$ cat config.mk
export PLATFORM = sky130hd
export DESIGN_NAME = three_phase_output_control
export DESIGN_NICKNAME = d
export VERILOG_FILES = /design/src/three_phase_pkg.sv /design/src/thin_if.sv /design/src/pin_sync.sv /design/src/three_phase_output_control.sv /design/src/underflow_thinner.sv
export SDC_FILE = /design/constraint.sdc
export NUM_CORES = 1
export LEC_CHECK = 0
export ABC_AREA = 1
export BUFFER_PORTS_ARGS = -buffer_cell sky130_fd_sc_hd__buf_4
export CORE_ASPECT_RATIO = 0.75
export CORE_UTILIZATION = 45
export CTS_BUF_LIST = sky130_fd_sc_hd__clkbuf_16
export CTS_CLUSTER_SIZE = 28
export DETAILED_ROUTE_END_ITERATION = 10
export GPL_TIMING_DRIVEN = 1
export PLACE_DENSITY = 0.75
export SYNTH_ARGS = -nofsm -noshare
export SYNTH_HDL_FRONTEND = slang
export SYNTH_SLANG_ARGS = --single-unit
$ cat constraint.sdc
create_clock -name aclk -period 1.62 [get_ports aclk]
set_input_delay 0 -clock aclk [delete_from_list [all_inputs] [get_ports aclk]]
set_output_delay 0 -clock aclk [all_outputs]
set_load 0.05 [all_outputs]
$ cat src/three_phase_pkg.sv
// Behaviour
// [RL1] Software writes the reload register before enabling interrupt thinning.
// [RL2] Mode 1 counts carrier underflows as thinning and start-trigger settings allow.
// [RL3] Mode 0 counts every carrier underflow, ignoring thinning and start trigger.
// [RL4] Software starts the companion timer before the first carrier underflow.
// [RL5] Thinning with value n: first interrupt after n-1 underflows, then every n.
// [RL6] Function enable activates dead-time timer, phase output control and counter.
// [RL7] Output enable low holds all six phase outputs in high impedance.
// [RL8] Output enable clears on reset, software zero, and protected shoot-through detection.
// [RL9] Output enable clears when the shutdown input falls from high to low.
// [RL10] Writes setting output enable are ignored while shutdown input is low.
// [RL11] With protection and shoot-through flag both set, output enable never becomes one.
// [RL12] Thinning count reloads from the reload register after each generated interrupt.
package three_phase_pkg;
    localparam int PHASE_N = 6;
    localparam int LEG_N = 3;
    localparam int RELOAD_W = 4;
    localparam int ADDR_W = 8;
    // Register offsets.
    localparam logic [7:0] CTRL_OFFSET = 8'h00;
    localparam logic [7:0] RELOAD_OFFSET = 8'h04;
    localparam logic [7:0] STATUS_OFFSET = 8'h08;
    localparam logic [7:0] MASK_OFFSET = 8'h0c;
    localparam logic [7:0] COUNT_OFFSET = 8'h10;
    // Control field positions.
    localparam int IRQ_THIN_ENABLE_BIT = 0;
    localparam int START_TRIGGER_SELECT_BIT = 1;
    localparam int THREE_PHASE_FUNC_ENABLE_BIT = 2;
    localparam int PHASE_OUTPUT_ENABLE_BIT = 3;
    localparam int SHOOT_THROUGH_PROTECT_ENABLE_BIT = 4;
    localparam int SHOOT_THROUGH_FLAG_BIT = 5;
    localparam int COUNT_MODE_SELECT_BIT = 11;
    // Status and mask field positions.
    localparam int ST_THIN_IRQ_BIT = 0;
    localparam int ST_SHOOT_THROUGH_BIT = 1;
    localparam int ST_SHUTDOWN_BIT = 2;
    localparam int STATUS_W = 3;
    // Values after reset.
    localparam logic [31:0] CTRL_RESET = 32'h0000_0000;
    localparam logic [RELOAD_W-1:0] RELOAD_RESET = 4'h0;
    localparam logic [STATUS_W-1:0] STATUS_RESET = 3'h0;
    localparam logic [STATUS_W-1:0] MASK_RESET = 3'h0;
    localparam logic SHUTDOWN_SYNC_RESET = 1'b1;
    // Bus responses.
    localparam logic [1:0] RESP_OKAY = 2'h0;
    localparam logic [1:0] RESP_SLVERR = 2'h2;
endpackage : three_phase_pkg

$ cat src/thin_if.sv
`timescale 1ns/10ps
interface thin_if #(parameter int W = 4);
    logic tick;
    logic thin_on;
    logic load;
    logic [W-1:0] reload;
    logic irq;
    logic [W-1:0] uf_count;
    modport ctl (output tick, output thin_on, output load, output reload, input irq, input uf_count);
    modport cnt (input tick, input thin_on, input load, input reload, output irq, output uf_count);
endinterface : thin_if

$ cat src/pin_sync.sv
`timescale 1ns/10ps
module pin_sync (
    // Clock and reset
    input wire logic aclk,
    input wire logic aresetn,
    input wire logic ce,
    // Pin and synchronised view
    input wire logic pin_async,
    output logic level,
    output logic fall
);
    import three_phase_pkg::*;
    logic meta_reg;
    logic sync_reg;
    logic prev_reg;

    // Reset to the idle-high level so a reset never looks like a shutdown edge.
    always_ff @(posedge aclk) begin
        if (!aresetn) begin
            meta_reg <= SHUTDOWN_SYNC_RESET;
            sync_reg <= SHUTDOWN_SYNC_RESET;
            prev_reg <= SHUTDOWN_SYNC_RESET;
        end else if (ce) begin
            meta_reg <= pin_async;
            sync_reg <= meta_reg;
            prev_reg <= sync_reg;
        end
    end

    assign level = sync_reg;
    assign fall = prev_reg & ~sync_reg;
endmodule : pin_sync

$ cat src/three_phase_output_control.sv
// The implementer's own choices: the register addresses and the AXI4-Lite interface to the registers.
`timescale 1ns/10ps
module three_phase_output_control #(
    parameter int CNT_W = three_phase_pkg::RELOAD_W
) (
    // Clock, reset and clock enable
    input wire logic aclk,
    input wire logic aresetn,
    input wire logic ce,
    // AXI4-Lite write address and data
    input wire logic [three_phase_pkg::ADDR_W-1:0] s_axi_awaddr,
    input wire logic [2:0] s_axi_awprot,
    input wire logic s_axi_awvalid,
    output logic s_axi_awready,
    input wire logic [31:0] s_axi_wdata,
    input wire logic [3:0] s_axi_wstrb,
    input wire logic s_axi_wvalid,
    output logic s_axi_wready,
    // AXI4-Lite write response
    output logic [1:0] s_axi_bresp,
    output logic s_axi_bvalid,
    input wire logic s_axi_bready,
    // AXI4-Lite read
    input wire logic [three_phase_pkg::ADDR_W-1:0] s_axi_araddr,
    input wire logic [2:0] s_axi_arprot,
    input wire logic s_axi_arvalid,
    output logic s_axi_arready,
    output logic [31:0] s_axi_rdata,
    output logic [1:0] s_axi_rresp,
    output logic s_axi_rvalid,
    input wire logic s_axi_rready,
    // Timer side, same clock domain
    input wire logic carrier_underflow,
    input wire logic companion_running,
    input wire logic [three_phase_pkg::PHASE_N-1:0] phase_drive,
    // Shutdown pin, asynchronous
    input wire logic shutdown_input,
    // Phase pins and status
    output logic [three_phase_pkg::PHASE_N-1:0] phase_out,
    output logic [three_phase_pkg::PHASE_N-1:0] phase_oe,
    output logic dead_time_enable,
    output logic irq
);
    import three_phase_pkg::*;

    // Reload and count share byte lane 0 of the bus, so the counter stops at eight bits.
    if (CNT_W < 1 || CNT_W > 8) begin : g_bad_cnt_w
        $error("CNT_W must lie between 1 and 8");
    end
    if (PHASE_N != 2 * LEG_N) begin : g_bad_legs
        $error("PHASE_N must be twice LEG_N");
    end

    // Control and data registers.
    logic irq_thin_enable_reg;
    logic start_trigger_select_reg;
    logic three_phase_func_enable_reg;
    logic phase_output_enable_reg;
    logic shoot_through_protect_enable_reg;
    logic count_mode_select_reg;
    logic [CNT_W-1:0] underflow_count_reload_reg;
    logic [STATUS_W-1:0] status_reg;
    logic [STATUS_W-1:0] mask_reg;
    logic thin_on_reg;
    logic [PHASE_N-1:0] phase_out_reg;

    // Bus state.
    logic aw_full_reg;
    logic w_full_reg;
    logic [ADDR_W-1:0] awaddr_reg;
    logic [31:0] wdata_reg;
    logic [3:0] wstrb_reg;
    logic bvalid_reg;
    logic [1:0] bresp_reg;
    logic rvalid_reg;
    logic [31:0] rdata_reg;
    logic [1:0] rresp_reg;

    logic wr_fire;
    logic [7:0] wr_offset;
    logic [7:0] rd_offset;
    logic [31:0] wr_mask;
    logic [31:0] wr_bits;
    logic wr_ctrl;
    logic wr_reload;
    logic wr_status;
    logic wr_mask_reg;
    logic wr_hit;
    logic [31:0] rd_data;
    logic rd_hit;

    logic sd_level;
    logic sd_fall;
    logic [LEG_N-1:0] leg_overlap;
    logic sim_detect;
    logic st_trip;
    logic shoot_through_flag;
    logic thin_on;
    logic tick;
    logic trigger_open;
    logic pins_on;
    logic [STATUS_W-1:0] status_event;

    thin_if #(.W(CNT_W)) thin_bus ();

    pin_sync u_sd_sync (
        .aclk(aclk),
        .aresetn(aresetn),
        .ce(ce),
        .pin_async(shutdown_input),
        .level(sd_level),
        .fall(sd_fall)
    );

    underflow_thinner u_thinner (
        .aclk(aclk),
        .aresetn(aresetn),
        .ce(ce),
        .bus(thin_bus)
    );

    // Write channel: address and data are taken in either order, then answered together.
    // Unmapped offsets answer SLVERR and change nothing; COUNT takes writes and ignores them.
    assign s_axi_awready = ce & ~aw_full_reg & ~bvalid_reg;
    assign s_axi_wready = ce & ~w_full_reg & ~bvalid_reg;
    assign s_axi_bvalid = bvalid_reg;
    assign s_axi_bresp = bresp_reg;
    assign wr_fire = aw_full_reg & w_full_reg & ~bvalid_reg;
    assign wr_offset = {awaddr_reg[7:2], 2'b00};
    assign wr_mask = {{8{wstrb_reg[3]}}, {8{wstrb_reg[2]}}, {8{wstrb_reg[1]}}, {8{wstrb_reg[0]}}};
    assign wr_bits = wdata_reg & wr_mask;
    assign wr_ctrl = wr_fire & (wr_offset == CTRL_OFFSET);
    assign wr_reload = wr_fire & (wr_offset == RELOAD_OFFSET);
    assign wr_status = wr_fire & (wr_offset == STATUS_OFFSET);
    assign wr_mask_reg = wr_fire & (wr_offset == MASK_OFFSET);
    assign wr_hit = wr_ctrl | wr_reload | wr_status | wr_mask_reg | (wr_offset == COUNT_OFFSET);

    always_ff @(posedge aclk) begin
        if (!aresetn) begin
            aw_full_reg <= 1'b0;
            awaddr_reg <= '0;
        end else if (ce) begin
            if (s_axi_awvalid && s_axi_awready) begin
                aw_full_reg <= 1'b1;
                awaddr_reg <= s_axi_awaddr;
            end else if (wr_fire) begin
                aw_full_reg <= 1'b0;
            end
        end
    end

    always_ff @(posedge aclk) begin
        if (!aresetn) begin
            w_full_reg <= 1'b0;
            wdata_reg <= 32'h0000_0000;
            wstrb_reg <= 4'h0;
        end else if (ce) begin
            if (s_axi_wvalid && s_axi_wready) begin
                w_full_reg <= 1'b1;
                wdata_reg <= s_axi_wdata;
                wstrb_reg <= s_axi_wstrb;
            end else if (wr_fire) begin
                w_full_reg <= 1'b0;
            end
        end
    end

    always_ff @(posedge aclk) begin
        if (!aresetn) begin
            bvalid_reg <= 1'b0;
            bresp_reg <= RESP_OKAY;
        end else if (ce) begin
            if (wr_fire) begin
                bvalid_reg <= 1'b1;
                bresp_reg <= wr_hit ? RESP_OKAY : RESP_SLVERR;
            end else if (s_axi_bready) begin
                bvalid_reg <= 1'b0;
            end
        end
    end

    // Read channel: one read at a time, data held in a register until taken.
    // The word is sampled at the taking edge, so later register changes do not reach rdata.
    assign s_axi_arready = ce & ~rvalid_reg;
    assign s_axi_rvalid = rvalid_reg;
    assign s_axi_rdata = rdata_reg;
    assign s_axi_rresp = rresp_reg;
    assign rd_offset = {s_axi_araddr[7:2], 2'b00};

    always_comb begin
        rd_data = 32'h0000_0000;
        rd_hit = 1'b1;
        case (rd_offset)
            CTRL_OFFSET: begin
                rd_data[IRQ_THIN_ENABLE_BIT] = irq_thin_enable_reg;
                rd_data[START_TRIGGER_SELECT_BIT] = start_trigger_select_reg;
                rd_data[THREE_PHASE_FUNC_ENABLE_BIT] = three_phase_func_enable_reg;
                rd_data[PHASE_OUTPUT_ENABLE_BIT] = phase_output_enable_reg;
                rd_data[SHOOT_THROUGH_PROTECT_ENABLE_BIT] = shoot_through_protect_enable_reg;
                rd_data[SHOOT_THROUGH_FLAG_BIT] = shoot_through_flag;
                rd_data[COUNT_MODE_SELECT_BIT] = count_mode_select_reg;
            end
            RELOAD_OFFSET: rd_data[CNT_W-1:0] = underflow_count_reload_reg;
            STATUS_OFFSET: rd_data[STATUS_W-1:0] = status_reg;
            MASK_OFFSET: rd_data[STATUS_W-1:0] = mask_reg;
            COUNT_OFFSET: rd_data[CNT_W-1:0] = thin_bus.uf_count;
            default: rd_hit = 1'b0;
        endcase
    end

    always_ff @(posedge aclk) begin
        if (!aresetn) begin
            rvalid_reg <= 1'b0;
            rdata_reg <= 32'h0000_0000;
            rresp_reg <= RESP_OKAY;
        end else if (ce) begin
            if (s_axi_arvalid && s_axi_arready) begin
                rvalid_reg <= 1'b1;
                rdata_reg <= rd_data;
                rresp_reg <= rd_hit ? RESP_OKAY : RESP_SLVERR;
            end else if (s_axi_rready) begin
                rvalid_reg <= 1'b0;
            end
        end
    end

    // Plain control bits; a byte with its strobe low keeps its old value.
    always_ff @(posedge aclk) begin
        if (!aresetn) begin
            irq_thin_enable_reg <= CTRL_RESET[IRQ_THIN_ENABLE_BIT];
            start_trigger_select_reg <= CTRL_RESET[START_TRIGGER_SELECT_BIT];
            three_phase_func_enable_reg <= CTRL_RESET[THREE_PHASE_FUNC_ENABLE_BIT];
            shoot_through_protect_enable_reg <= CTRL_RESET[SHOOT_THROUGH_PROTECT_ENABLE_BIT];
            count_mode_select_reg <= CTRL_RESET[COUNT_MODE_SELECT_BIT];
        end else if (ce && wr_ctrl) begin
            if (wstrb_reg[0]) begin
                irq_thin_enable_reg <= wdata_reg[IRQ_THIN_ENABLE_BIT];
                start_trigger_select_reg <= wdata_reg[START_TRIGGER_SELECT_BIT];
                three_phase_func_enable_reg <= wdata_reg[THREE_PHASE_FUNC_ENABLE_BIT];
                shoot_through_protect_enable_reg <= wdata_reg[SHOOT_THROUGH_PROTECT_ENABLE_BIT];
            end
            if (wstrb_reg[1]) begin
                count_mode_select_reg <= wdata_reg[COUNT_MODE_SELECT_BIT];
            end
        end
    end

    always_ff @(posedge aclk) begin
        if (!aresetn) begin
            underflow_count_reload_reg <= CNT_W'(RELOAD_RESET);
        end else if (ce && wr_reload && wstrb_reg[0]) begin
            underflow_count_reload_reg <= wdata_reg[CNT_W-1:0]; // [RL1]
        end
    end

    // Shoot-through: a high and low switch of one leg driven together.
    // The unregistered drive is watched, so protection trips before the pins would show it.
    genvar leg;
    generate
        for (leg = 0; leg < LEG_N; leg++) begin : g_leg
            assign leg_overlap[leg] = phase_drive[leg] & phase_drive[leg + LEG_N];
        end
    endgenerate
    assign sim_detect = |leg_overlap;
    assign st_trip = shoot_through_protect_enable_reg & sim_detect; // [RL8]
    assign shoot_through_flag = status_reg[ST_SHOOT_THROUGH_BIT];

    // The output enable: every clear source beats a software set in the same cycle.
    // Set attempts are judged on the synchronised level, two edges behind the pin.
    always_ff @(posedge aclk) begin
        if (!aresetn) begin
            phase_output_enable_reg <= CTRL_RESET[PHASE_OUTPUT_ENABLE_BIT]; // [RL8]
        end else if (ce) begin
            if (sd_fall) begin
                phase_output_enable_reg <= 1'b0; // [RL9]
            end else if (st_trip) begin
                phase_output_enable_reg <= 1'b0; // [RL8]
            end else if (wr_ctrl && wstrb_reg[0]) begin
                if (!wdata_reg[PHASE_OUTPUT_ENABLE_BIT]) begin
                    phase_output_enable_reg <= 1'b0; // [RL8]
                end else if (sd_level && !(shoot_through_protect_enable_reg && shoot_through_flag)) begin
                    phase_output_enable_reg <= 1'b1; // [RL10] [RL11]
                end
            end
        end
    end

    // Underflow counting; mode 0 ignores both the thinning and the start trigger.
    assign thin_on = count_mode_select_reg & irq_thin_enable_reg; // [RL2] [RL3]
    // Mode 1 with the start trigger selected counts nothing until the companion timer runs.
    assign trigger_open = ~count_mode_select_reg | ~start_trigger_select_reg | companion_running; // [RL2] [RL3]
    assign tick = three_phase_func_enable_reg & carrier_underflow & trigger_open; // [RL6]

    always_ff @(posedge aclk) begin
        if (!aresetn) begin
            thin_on_reg <= 1'b0;
        end else if (ce) begin
            thin_on_reg <= thin_on;
        end
    end

    assign thin_bus.tick = tick;
    assign thin_bus.thin_on = thin_on;
    // Loading only on the rise of thinning lets a reload written mid-run wait for the next interrupt.
    assign thin_bus.load = thin_on & ~thin_on_reg; // [RL5]
    assign thin_bus.reload = underflow_count_reload_reg;

    // Sticky status; a new event wins over a write-one-to-clear in the same cycle.
    assign status_event[ST_THIN_IRQ_BIT] = thin_bus.irq;
    assign status_event[ST_SHOOT_THROUGH_BIT] = st_trip;
    assign status_event[ST_SHUTDOWN_BIT] = sd_fall;

    always_ff @(posedge aclk) begin
        if (!aresetn) begin
            status_reg <= STATUS_RESET;
        end else if (ce) begin
            status_reg <= (status_reg & ~(wr_status ? wr_bits[STATUS_W-1:0] : '0)) | status_event;
        end
    end

    always_ff @(posedge aclk) begin
        if (!aresetn) begin
            mask_reg <= MASK_RESET;
        end else if (ce && wr_mask_reg && wstrb_reg[0]) begin
            mask_reg <= wdata_reg[STATUS_W-1:0];
        end
    end

    assign irq = |(status_reg & mask_reg);

    // Phase drive is registered so the pins change on clock edges only.
    always_ff @(posedge aclk) begin
        if (!aresetn) begin
            phase_out_reg <= '0;
        end else if (ce) begin
            phase_out_reg <= three_phase_func_enable_reg ? phase_drive : '0; // [RL6]
        end
    end

    assign phase_out = phase_out_reg;
    assign pins_on = phase_output_enable_reg & three_phase_func_enable_reg;
    assign phase_oe = {PHASE_N{pins_on}}; // [RL7]
    assign dead_time_enable = three_phase_func_enable_reg; // [RL6]
endmodule : three_phase_output_control

$ cat src/underflow_thinner.sv
`timescale 1ns/10ps
module underflow_thinner (
    // Clock and reset
    input wire logic aclk,
    input wire logic aresetn,
    input wire logic ce,
    // Counter port
    thin_if.cnt bus
);
    import three_phase_pkg::*;
    localparam int W = $bits(bus.reload);
    logic [W-1:0] cnt_reg;
    logic [W-1:0] uf_count_reg;
    logic irq_reg;

    always_ff @(posedge aclk) begin
        if (!aresetn) begin
            cnt_reg <= '0;
            irq_reg <= 1'b0;
        end else if (ce) begin
            irq_reg <= 1'b0;
            if (bus.load) begin
                cnt_reg <= (bus.reload == '0) ? '0 : W'(bus.reload - 1'b1); // [RL5]
            end else if (bus.tick) begin
                if (!bus.thin_on) begin
                    irq_reg <= 1'b1; // [RL3]
                end else if (cnt_reg <= W'(1)) begin
                    irq_reg <= 1'b1; // [RL5]
                    cnt_reg <= bus.reload; // [RL12]
                end else begin
                    cnt_reg <= W'(cnt_reg - 1'b1); // [RL2]
                end
            end
        end
    end

    always_ff @(posedge aclk) begin
        if (!aresetn) begin
            uf_count_reg <= '0;
        end else if (ce && bus.tick) begin
            uf_count_reg <= W'(uf_count_reg + 1'b1); // [RL2] [RL3]
        end
    end

    assign bus.irq = irq_reg;
    assign bus.uf_count = uf_count_reg;
endmodule : underflow_thinner
# Word-level counts from Yosys, hierarchy flattened
# Cells that the tools add are included.
# word_totals
reg_bits,72
output_inout_bits,55
wordCells,148
# classes
n_addsub,3
order_cmp,1
eq_ne,9
n_mux,30
n_bitwise,40
n_reduce_logical,38
# op_table
operator,count
$eq 6x2->1 const B,4
$and 1x1->1,21
$mux 4,5
$reduce_and 2->1,10
$mux 1,18
$logic_not 8->1,2
$pmux 3 s5,1
$eq 6x1->1 const B,2
$eq 6x3->1 const B,2
$logic_and 1x1->1,12
$reduce_bool 2->1,6
$and 3x3->3,3
$not 1->1,8
$sub 4x1->4 const B,2
$mux 2,3
$mux 6,1
$or 1x1->1,6
$reduce_and 3->1,2
$reduce_or 3->1,2
$reduce_or 5->1,1
$add 4x1->4 const B,1
$le 4x1->1 const B,1
$logic_not 4->1,1
$ne 4x1->1 const B,1
other kinds (6),6

# Longest topological paths before layout
# Gate-level depths: netlist of run 1.
# logic_depth
ltp_word,8
depth_mapped,10
mapped_depth_nobuf,10

# Modules after synthesis
# A second synthesis of run 1 with hierarchy kept.
# hier_totals
cells_unflattened,452
hier_area_um2,3249.4
# by_module_without_submodules
module,instances,cells_per_inst,area_each_um2,seq_area_each_um2
three_phase_output_control,1,336,2508.7,1001.0
underflow_thinner,1,101,631.9,180.2
pin_sync,1,15,108.9,60.1

# Worst setup path before layout of run 1
# No wires, ideal clock.
# synth_timing
path_type,reg2reg
startpoint,reg bvalid_reg (netlist: s_axi_bvalid)
endpoint,reg awaddr_reg[2]
arrival_ns,1.707
required_time_ns,1.503
setup_slack_ns,-0.204
path_stages_with_launch,8
period_less_slack_ns,1.824
cell_sequence,dfxtp_1 -> nor2_2 -> inv_2 -> nor2_2 -> nand2_1 -> buf_4 -> o21ai_1 -> a21oi_1
# synth_between
elab_chain_len,4
# synth_rtl
item,line_no,rtl
from (decl),three_phase_output_control.sv:73,logic bvalid_reg;
from (signal assigned),three_phase_output_control.sv:170,bvalid_reg <= 1'b0;
from (signal assigned),three_phase_output_control.sv:174,bvalid_reg <= 1'b1;
from (signal assigned),three_phase_output_control.sv:177,bvalid_reg <= 1'b0;
$not 1->1,three_phase_output_control.sv:124,assign s_axi_awready = ce & ~aw_full_reg & ~bvalid_reg;
$and 1x1->1,three_phase_output_control.sv:124,
net s_axi_awready,three_phase_output_control.sv:14,"output logic s_axi_awready,"
$logic_and 1x1->1,three_phase_output_control.sv:143,if (s_axi_awvalid && s_axi_awready) begin
$reduce_and 2->1 (no line),n/a,
to (signal assigned),three_phase_output_control.sv:145,awaddr_reg <= s_axi_awaddr;
to (decl),three_phase_output_control.sv:70,logic [ADDR_W-1:0] awaddr_reg;
# The timed path passes the listed nets, and every way through them passes these cells.
# A chain may end at the register's enable or synchronous reset.

# Final worst setup path of run 1
# layout_timing
startpoint,reg bvalid_reg (netlist: s_axi_bvalid)
endpoint,reg wstrb_reg[0]
# layout_between
elab_chain_len,4
# layout_rtl
item,line_no,rtl
$not 1->1,three_phase_output_control.sv:125,assign s_axi_wready = ce & ~w_full_reg & ~bvalid_reg;
$and 1x1->1,three_phase_output_control.sv:125,
$logic_and 1x1->1,three_phase_output_control.sv:158,if (s_axi_wvalid && s_axi_wready) begin
$reduce_and 2->1 (no line),n/a,
to (signal assigned),three_phase_output_control.sv:161,wstrb_reg <= s_axi_wstrb;
to (decl),three_phase_output_control.sv:72,logic [3:0] wstrb_reg;
# No other way between the ends.

==> results of run 1 <==
-- cell usage after synthesis, types with 2 or more instances --
cell type	instances
nand2_1	91
dfxtp_1	62
nor2_1	62
nand3_1	50
a21oi_1	43
inv_1	39
buf_4	35
o21ai_0	16
o21ai_1	15
nand4_1	8
nor2_2	6
buf_2	5
nand2_2	5
a31oi_1	4
clkbuf_1	4
nor3_1	4
ha_1	3
inv_2	3
buf_1	2
nor2_4	2
-- tightest hold or removal path, delay by kind of cell --
kind | cells | cell delay [ns]
buf+inv | 1 | 0.14
simple gates | 1 | 0.10
compound gates | 1 | 0.07
-- power by group through the flow --
stage                     registers, uW  logic (uW)  clock network, uW
after floorplan                    1680         400                  0
after global placement             1640         549                  0
after detailed placement           1640         556                  0
after CTS                          1610         605               1890
after global routing               1610         654               1960
final                              1610         610               1850
-- how the worst max path moves through the flow --
stage                                            from                           endpoint  depth (start not counted)
floorplan               dead_time_enable$_SDFFE_PN0P_  u_thinner.cnt_reg[0]$_SDFFE_PN0P_                          8
global placement    u_thinner.cnt_reg[0]$_SDFFE_PN0P_  u_thinner.cnt_reg[3]$_SDFFE_PN0P_                          9
detailed placement  u_thinner.cnt_reg[0]$_SDFFE_PN0P_  u_thinner.cnt_reg[1]$_SDFFE_PN0P_                         10
CTS                         s_axi_bvalid$_SDFFE_PN0P_          wstrb_reg[0]$_SDFFE_PN0P_                          6
global route        u_thinner.cnt_reg[0]$_SDFFE_PN0P_  u_thinner.cnt_reg[3]$_SDFFE_PN0P_                          9
finish                      s_axi_bvalid$_SDFFE_PN0P_          wstrb_reg[0]$_SDFFE_PN0P_                          6
-- final cells by class --
| cell class | instances | area [um2] |
|---|---|---|
| fill | 629 | 2635 |
| multi-input combinational | 345 | 1629 |
| sequential | 62 | 1242 |
| timing repair buffer | 98 | 815.8 |
| clock buffer | 9 | 225.2 |
| inverter | 43 | 161.4 |
| tap | 98 | 122.6 |
| clock inverter | 7 | 65.06 |
-- cells by family (layout without fill, tap and decap cells) --
group,Yosys count,in the layout,share of synthesized area
xor gates and xnor gates,1,1,0.002706
buffers and inverters,89,157,0.1457
AOI/OAI and AO/OA,80,80,0.1272
and+or+nand+nor,234,234,0.3282
DFF,62,62,0.3835
adders and majority gates,3,3,0.01160
other,1,27,0.001159
-- layer usage --
| metal | global-route usage | vias to the layer above |
|---|---|---|
| met1 | 0.2902 | 1468 |
| met3 | 0.07156 | 11 |
| met5 | 0 | - |
| met2 | 0.3916 | 98 |
| li1 | - | 1656 |
| met4 | 0.07516 | 0 |
-- metrics by stage --
stage	hold slack, ns	util	setup WS [ns]
3_3_place_gp	0.2118	0.5363	0.2104
2_1_floorplan	0.1263	-	0.03514
6_report	0.04255	0.6179	0.1147
3_5_place_dp	0.2149	0.5363	0.1753
5_1_grt	0.06415	0.6179	0.01060
4_1_cts	0.02426	0.6176	0.09205
-- repair_timing --
item / 4_1_cts / 5_1_grt
endpoints found under the hold margin: 23 / 0
endpoints found under the setup margin: 0 / 2
hold buffers: 27 / 0
setup buffers: 0 / 0
gates resized for setup: 0 / 1
==> flow_summary.yaml, run 1 <==
min_path:
  hp-start: "ce"
  min_to: "thin_on_reg$_SDFFE_PN0P_"
  hold_path.class: "input port to flop"
  min_path_cells: 3
clocking:
  clock_latency_ns: 0.33
  cts_tree: "done"
  clkTransAtPathRegs_ns: 0.05
  cts_buffers: 9
  cts-root-buf: "clkbuf_16"
  cts_sinks: 62
  clk_path_buf_depth: 2
  htreeDepth: 3
floorplanning:
  die_y_um: 75.45
  io_pins: 130
  rows: 26
  start_util: 0.4693
  die_x_um: 99.93
  core_area_um2: 6897
  die-area_um2: 7540
synthesis:
  synth.avg_cell_area_um2: 6.887
  synth_area_leaders: "dfxtp_1 38%, nand2_1 11%, buf_4 8.1%, nand3_1 7.7%, nor2_1 7.2%"
  dominantRegCellSynth: "dfxtp_1"
  synth_area_leader_cell: "dfxtp_1"
  synth_top_area_frac: 0.3835
  synth-edff-count: 0
  synth-seq-cells: 62
  ys_types: 31
  seq_area_frac_synth: 0.3835
  netlist_instances: 470
  syn-cell-area_um2: 3237
  synthArstFlopShare: 0
  ys_warn_count: 0
critical_path:
  crit_buf_inv: 2
  r2r_setup_slack_ns: 0.11
  crit_type: "flop to flop"
  slowest_stage: "dlygate4sd3_1"
  timing.rr.end: "wstrb_reg[0]$_SDFFE_PN0P_"
  path_cells: "nor2_2 > inv_2 > nor2_4 > nand3_1 > dlygate4sd3_1 > a21oi_1"
  cp_slowest_stage_delay_ns: 0.56
  cp.required_ns: 1.88
  r2r-start: "s_axi_bvalid$_SDFFE_PN0P_"
  cp-start-kind: "flop"
  crit_fanout: 5
  cp_data_arrival_time_ns: 1.77
  cp_top_family: "buffers and inverters"
  end_kind: "flop"
  r2r_cells: 6
power_and_ir_drop:
  p_per_area_nw_per_um2: 955.5
  switching_power_uw: 1125
  ir_drop_mv: 0.5475
  power_uw: 4072
  pwr-share-clk: 0.455
  comb_power_share: 0.150
  intPower_uw: 2947
  leakagePower_uw: 0.001895
  p_sw_frac: 0.2763
  seqPwrFrac: 0.395
cells_and_area:
  nets: 637
  area_growth_pct: 31.66
  drive_gt1_frac: 0.1915
  final_common_cell: "nand2_1"
  stdcell_count: 662
  stdcell_area_um2: 4262
  mostFrequentLayoutCells: "90 x nand2_1, 70 x buf_4, 62 x nor2_1"
  diodes: 0
  largest_reg_flops: 7
sta:
  post-route-min-period_ns: 1.505
  slew_viol_final: 0
  setup-violations-final: 0
  fin_crit_sh: 0.9292
  skew_ns: 0.005759
  timing.fmax_ghz: 0.6643
  hold_viol_final: 0
  rsz0062_at_grt: "false"
  fin_setup_tns_ns: 0
grt:
  antenna_found_initial: 0
  grt_pass1_vias: 2956
  grt_pass1_wl_mm: 13.45
  grt_overflow: 0
  grt_max_degree: 34
  grt_use_total: 0.2328
placed_design:
  hpwlAfterDp_mm: 5.719
  portBuffers: 64
  dpl_cell_area_um2: 3699
  place.gp.congestion: 0.9372
  dp_cells: 619
detailed_routing:
  drc: 0
  drt_iter0_drc: 152
  first_pass_iters: 4
  route.antenna.remaining_nets: 0
  dr_total_vias: 3233
  dr_wl_met3_um: 425
  wl_met1_mm: 3.853
  wl_mm: 8.270
  wl_met2_mm: 3.894
  highest_layer: "met4"
  routedWlPerCell_um: 12.49
  drt-vias-per-instance: 4.884
outcome:
  outcome: "complete, no violations"
flow_run:
  cap_violations: 0
(Power assumes the default switching activity.)
==> run 2: changes to the inputs <==
--- a/config.mk
+++ b/config.mk
@@ -8,12 +8,11 @@
 export ABC_AREA = 1
 export BUFFER_PORTS_ARGS = -buffer_cell sky130_fd_sc_hd__buf_4
 export CORE_ASPECT_RATIO = 0.75
-export CORE_UTILIZATION = 45
+export CORE_UTILIZATION = 35
 export CTS_BUF_LIST = sky130_fd_sc_hd__clkbuf_16
 export CTS_CLUSTER_SIZE = 28
 export DETAILED_ROUTE_END_ITERATION = 10
 export GPL_TIMING_DRIVEN = 1
-export PLACE_DENSITY = 0.75
 export SYNTH_ARGS = -nofsm -noshare
 export SYNTH_HDL_FRONTEND = slang
 export SYNTH_SLANG_ARGS = --single-unit
==> run 2 against run 1 <==
Against the previous run:
- register-to-register slack about the same
- die area up 28%
- non-clock buffer count down 1
==> flow_summary.yaml, run 2 (synthesis gave the netlist of run 1 again) <==
floorplanning:
  core_area_um2: 8708
  die_y_um: 85.29
  start_util: 0.3717
  die_x_um: 113.0
  io_pins: 130
  die-area_um2: 9641
  rows: 29
sta:
  post-route-min-period_ns: 1.505
  fin_setup_tns_ns: 0
  hold_viol_final: 0
  fin_crit_sh: 0.9292
  fin_ws_ns: 0.1147
  setup-violations-final: 0
  skew_ns: 0.008462
  slew_viol_final: 0
  timing.fmax_ghz: 0.6643
  rsz0062_at_grt: "false"
  whs_ns: 0.01993
clocking:
  htreeDepth: 3
  cts_tree: "done"
  cts_sinks: 62
  cts_buffers: 9
  clk_path_buf_depth: 2
  postCtsSetupBuffers: 0
  clkTransAtPathRegs_ns: 0.06
  cts-root-buf: "clkbuf_16"
  clock_latency_ns: 0.33
placed_design:
  place.gp.congestion: 0.8437
  post-place-ws_ns: 0.1957
  hpwlAfterDp_mm: 6.143
  portBuffers: 64
critical_path:
  end_kind: "flop"
  crit_type: "flop to flop"
  cp.required_ns: 1.89
  r2r_cells: 6
  crit_fanout: 5
  cp-start-kind: "flop"
  r2r_setup_slack_ns: 0.11
  timing.rr.end: "wstrb_reg[0]$_SDFFE_PN0P_"
  cp_slowest_stage_delay_ns: 0.57
  cp_data_arrival_time_ns: 1.77
  path_cells: "nor2_2 > inv_2 > nor2_4 > nand3_1 > dlygate4sd3_1 > a21oi_2"
  r2r-start: "s_axi_bvalid$_SDFFE_PN0P_"
  slowest_stage: "dlygate4sd3_1"
cells_and_area:
  largest_reg_flops: 7
  diodes: 0
  multi_input_area_um2: 1633
  seq_area_um2: 1245
  area_growth_pct: 31.50
  drive_gt1_frac: 0.1972
  nets: 636
  final_common_cell: "nand2_1"
  mostFrequentLayoutCells: "91 x nand2_1, 72 x buf_4, 61 x nor2_1, 61 x dfxtp_1, 50 x nand3_1"
  fillerInstances: 877
power_and_ir_drop:
  leakagePower_uw: 0.001884
  p_per_area_nw_per_um2: 961.7
  ir_drop_mv: 0.4258
detailed_routing:
  drc: 0
  route.antenna.remaining_nets: 0
  dr_total_vias: 3163
  wl_mm: 8.406
  drt_iter0_drc: 166
  routedWlPerCell_um: 12.53
  drt-vias-per-instance: 4.714
  first_pass_iters: 5
grt:
  grt_use_total: 0.1853
  grt_pass1_vias: 2868
  grt_overflow: 0
  grt_pass1_wl_mm: 13.88
  grt_max_degree: 34
  antenna_found_initial: 0
min_path:
  hp-start: "ce"
  min_path_cells: 3
  hold_path.class: "input port to flop"
  min_to: "status_reg[0]$_SDFFE_PN0P_"
outcome:
  outcome: "complete, no violations"
flow_run:
  cap_violations: 0
run 2: critical path: cells and delay by family (launching register included):
kind | cells | cell delay (ns)
AO/OA/AOI/OAI | 1 | 0.11
buffers and inverters | 2 | 0.64
AND/OR/NAND/NOR | 3 | 0.32
flip-flops | 1 | 0.38
run 2: what timing repair did:
item                                   CTS  global route
endpoints found under the hold margin   23             0
gates resized for setup                  0             3
setup endpoints to repair                0             2
hold buffers                            25             0
run 2: worst max-delay path by stage:
stage,slack [ns],start,to
finish,0.11,s_axi_bvalid$_SDFFE_PN0P_,wstrb_reg[0]$_SDFFE_PN0P_
detailed placement,0.20,u_thinner.cnt_reg[0]$_SDFFE_PN0P_,u_thinner.cnt_reg[1]$_SDFFE_PN0P_
global placement,0.21,u_thinner.cnt_reg[0]$_SDFFE_PN0P_,u_thinner.cnt_reg[3]$_SDFFE_PN0P_
global route,0.007,s_axi_bvalid$_SDFFE_PN0P_,wstrb_reg[0]$_SDFFE_PN0P_
CTS,0.09,s_axi_bvalid$_SDFFE_PN0P_,wstrb_reg[0]$_SDFFE_PN0P_
floorplan,0.04,dead_time_enable$_SDFFE_PN0P_,u_thinner.cnt_reg[0]$_SDFFE_PN0P_
run 2: metal layers:
layer	track usage	vias to the layer above	wire length, um
met2	0.2744	93	3531
met3	0.04500	2	573
li1	-	1641	-
met1	0.2654	1427	4285
met4	0.05383	0	15
met5	0	-	0
run 2: where the power goes:
part / switching [uW] / internal [uW] / total (uW)
sequential: 33.0 / 1570 / 1610
combinational: 416 / 193 / 608
clock: 701 / 1180 / 1880
run 2: cell type report:
type	count	share of cell area
flip-flops and latches	62	0.2925
well taps	108	0.03175
inverters	43	0.03792
repair buffers	97	0.1858
clock buffers	9	0.05291
multi-input cells	345	0.3836
clock inverters	7	0.01558
run 2: through the flow:
stage	power, uW	instance area, um2	util	instances
final	4094	4257	0.4888	671
after global routing	4261	4257	0.4888	671
after CTS	4138	4248	0.4878	671
after detailed placement	2199	3706	0.4256	630
after global placement	2193	3706	0.4256	630
after floorplan	2082	3341	-	496
==> run 3: changes to the inputs <==
==> constraint.sdc (replaced) <==
create_clock -name aclk -period 1.3 [get_ports aclk]
set_input_delay 0 -clock aclk [delete_from_list [all_inputs] [get_ports aclk]]
set_output_delay 0 -clock aclk [all_outputs]
set_load 0.05 [all_outputs]
==> run 3 against run 2 <==
Against the previous run:
- fmax is 16% higher
- highest routed layer unchanged
- design area increased by 6.9%
- clock skew increased by 0.00089 ns
==> flow_summary.yaml, run 3 (synthesis gave the netlist of run 1 again) <==
outcome:
  outcome: "complete, no violations"
sta:
  setup-violations-final: 0
  fin_crit_sh: 0.9952
  skew_ns: 0.009348
  whs_ns: 0.02293
  slew_viol_final: 0
  fin_setup_tns_ns: 0
  post-route-min-period_ns: 1.294
  timing.fmax_ghz: 0.7729
  hold_viol_final: 0
  fin_ws_ns: 0.006238
  rsz0062_at_grt: "true"
detailed_routing:
  routedWlPerCell_um: 12.72
  route.antenna.remaining_nets: 0
  drt_iter0_drc: 140
  first_pass_iters: 5
  wl_mm: 8.777
  dr_total_vias: 3189
  drt-vias-per-instance: 4.622
  drc: 0
grt:
  grt_pass1_vias: 2935
  grt_overflow: 0
  grt_pass1_wl_mm: 14.05
  grt_use_total: 0.1856
  antenna_found_initial: 0
  grt_max_degree: 20
floorplanning:
  rows: 29
  die-area_um2: 9641
  io_pins: 130
  die_x_um: 113.0
  start_util: 0.3717
  core_area_um2: 8708
  die_y_um: 85.29
critical_path:
  timing.rr.end: "start_trigger_select_reg$_SDFFE_PN0P_"
  crit_type: "flop to flop"
  endpoint: "start_trigger_select_reg$_SDFFE_PN0P_"
  crit_fanout: 6
  r2r-start: "awaddr_reg[5]$_SDFFE_PN0P_"
  r2r_cells: 8
  crit_path_start: "awaddr_reg[5]$_SDFFE_PN0P_"
  r2r_setup_slack_ns: 0.006
  cp-start-kind: "flop"
  cp_data_arrival_time_ns: 1.51
  end_kind: "flop"
  cp.required_ns: 1.52
cells_and_area:
  fillerInstances: 863
  diodes: 0
  fin_util: 0.5226
  final_common_cell: "nand2_1"
  largest_reg_flops: 7
  drive_gt1_frac: 0.2543
  mostFrequentLayoutCells: "87 x nand2_1, 81 x buf_4, 60 x nor2_1"
  nets: 655
  area_growth_pct: 40.59
placed_design:
  portBuffers: 64
  post-place-ws_ns: -0.06225
  hpwlAfterDp_mm: 6.356
  place.gp.congestion: 0.8579
clocking:
  clk_path_buf_depth: 2
  cts-root-buf: "clkbuf_16"
  cts_buffers: 9
  cts_tree: "done"
  htreeDepth: 3
  cts_sinks: 62
  clkTransAtPathRegs_ns: 0.06
  clock_latency_ns: 0.33
min_path:
  min_path_cells: 2
  hold_path.class: "input port to flop"
power_and_ir_drop:
  ir_drop_mv: 0.6485
  power_uw: 5333
  leakagePower_uw: 0.002015
  p_per_area_nw_per_um2: 1172
flow_run:
  cap_violations: 0
## run 3: cell types whose count changed in the layout (fill, tap and decap cells not counted), sizes merged
| cell | delta |
|---|---|
| bufinv | +1 |
| clkinvlp | +1 |
| buf | +19 |
| clkinv | -2 |
## run 3: timing repair
item / CTS / global route
hold buffers: 25 / 0
endpoints found under the hold margin: 23 / 0
pin swaps: 0 / 11
buffers inserted: 0 / 1
gates resized for setup: 4 / 36
endpoints found under the setup margin: 10 / 28
## run 3: stage by stage
stage | area, um2 | std cells
after global placement | 3850 | 648
after CTS | 4425 | 689
after detailed placement | 3850 | 648
final | 4551 | 690
after floorplan | 3359 | 496
after global routing | 4551 | 690
## run 3: critical path, stage by stage, from the launching register on
cell     delay, ns
dfxtp_2       0.32
nor2_2        0.12
nand2_2       0.08
inv_2         0.08
nand2_4       0.09
nor3_4        0.30
nand2_1       0.09
nand2_1       0.07
nor2_1        0.04
## run 3: worst min path at each step
stage                        start                               to
floorplan           shutdown_input  u_sd_sync.meta_reg$_SDFFE_PN1P_
global placement    shutdown_input  u_sd_sync.meta_reg$_SDFFE_PN1P_
detailed placement  shutdown_input  u_sd_sync.meta_reg$_SDFFE_PN1P_
CTS                        aresetn  u_sd_sync.prev_reg$_SDFFE_PN1P_
global route               aresetn  u_sd_sync.prev_reg$_SDFFE_PN1P_
finish                     aresetn  u_sd_sync.prev_reg$_SDFFE_PN1P_
## run 3: layer usage
metal,GRT usage,up-vias,wire [um]
met1,0.2563,1408,4389
met2,0.2850,90,3887
met3,0.05786,2,484
li1,-,1689,-
met4,0.03589,0,15
met5,0,-,0
## run 3: final cells by class
cell class	count	area [um2]	share of cell area
sequential	62	1256	0.2761
timing repair buffer	116	974.7	0.2142
inverter	43	161.4	0.03547
tap	108	135.1	0.02969
multi-input combinational	345	1708	0.3753
clock inverter	7	90.09	0.01980
clock buffer	9	225.2	0.04949
## run 3: power by group
| group | internal (uW) | switching (uW) | total [uW] |
|---|---|---|---|
| combinational | 275 | 541 | 816 |
| sequential | 1960 | 37.4 | 1990 |
| clock | 1660 | 860 | 2520 |
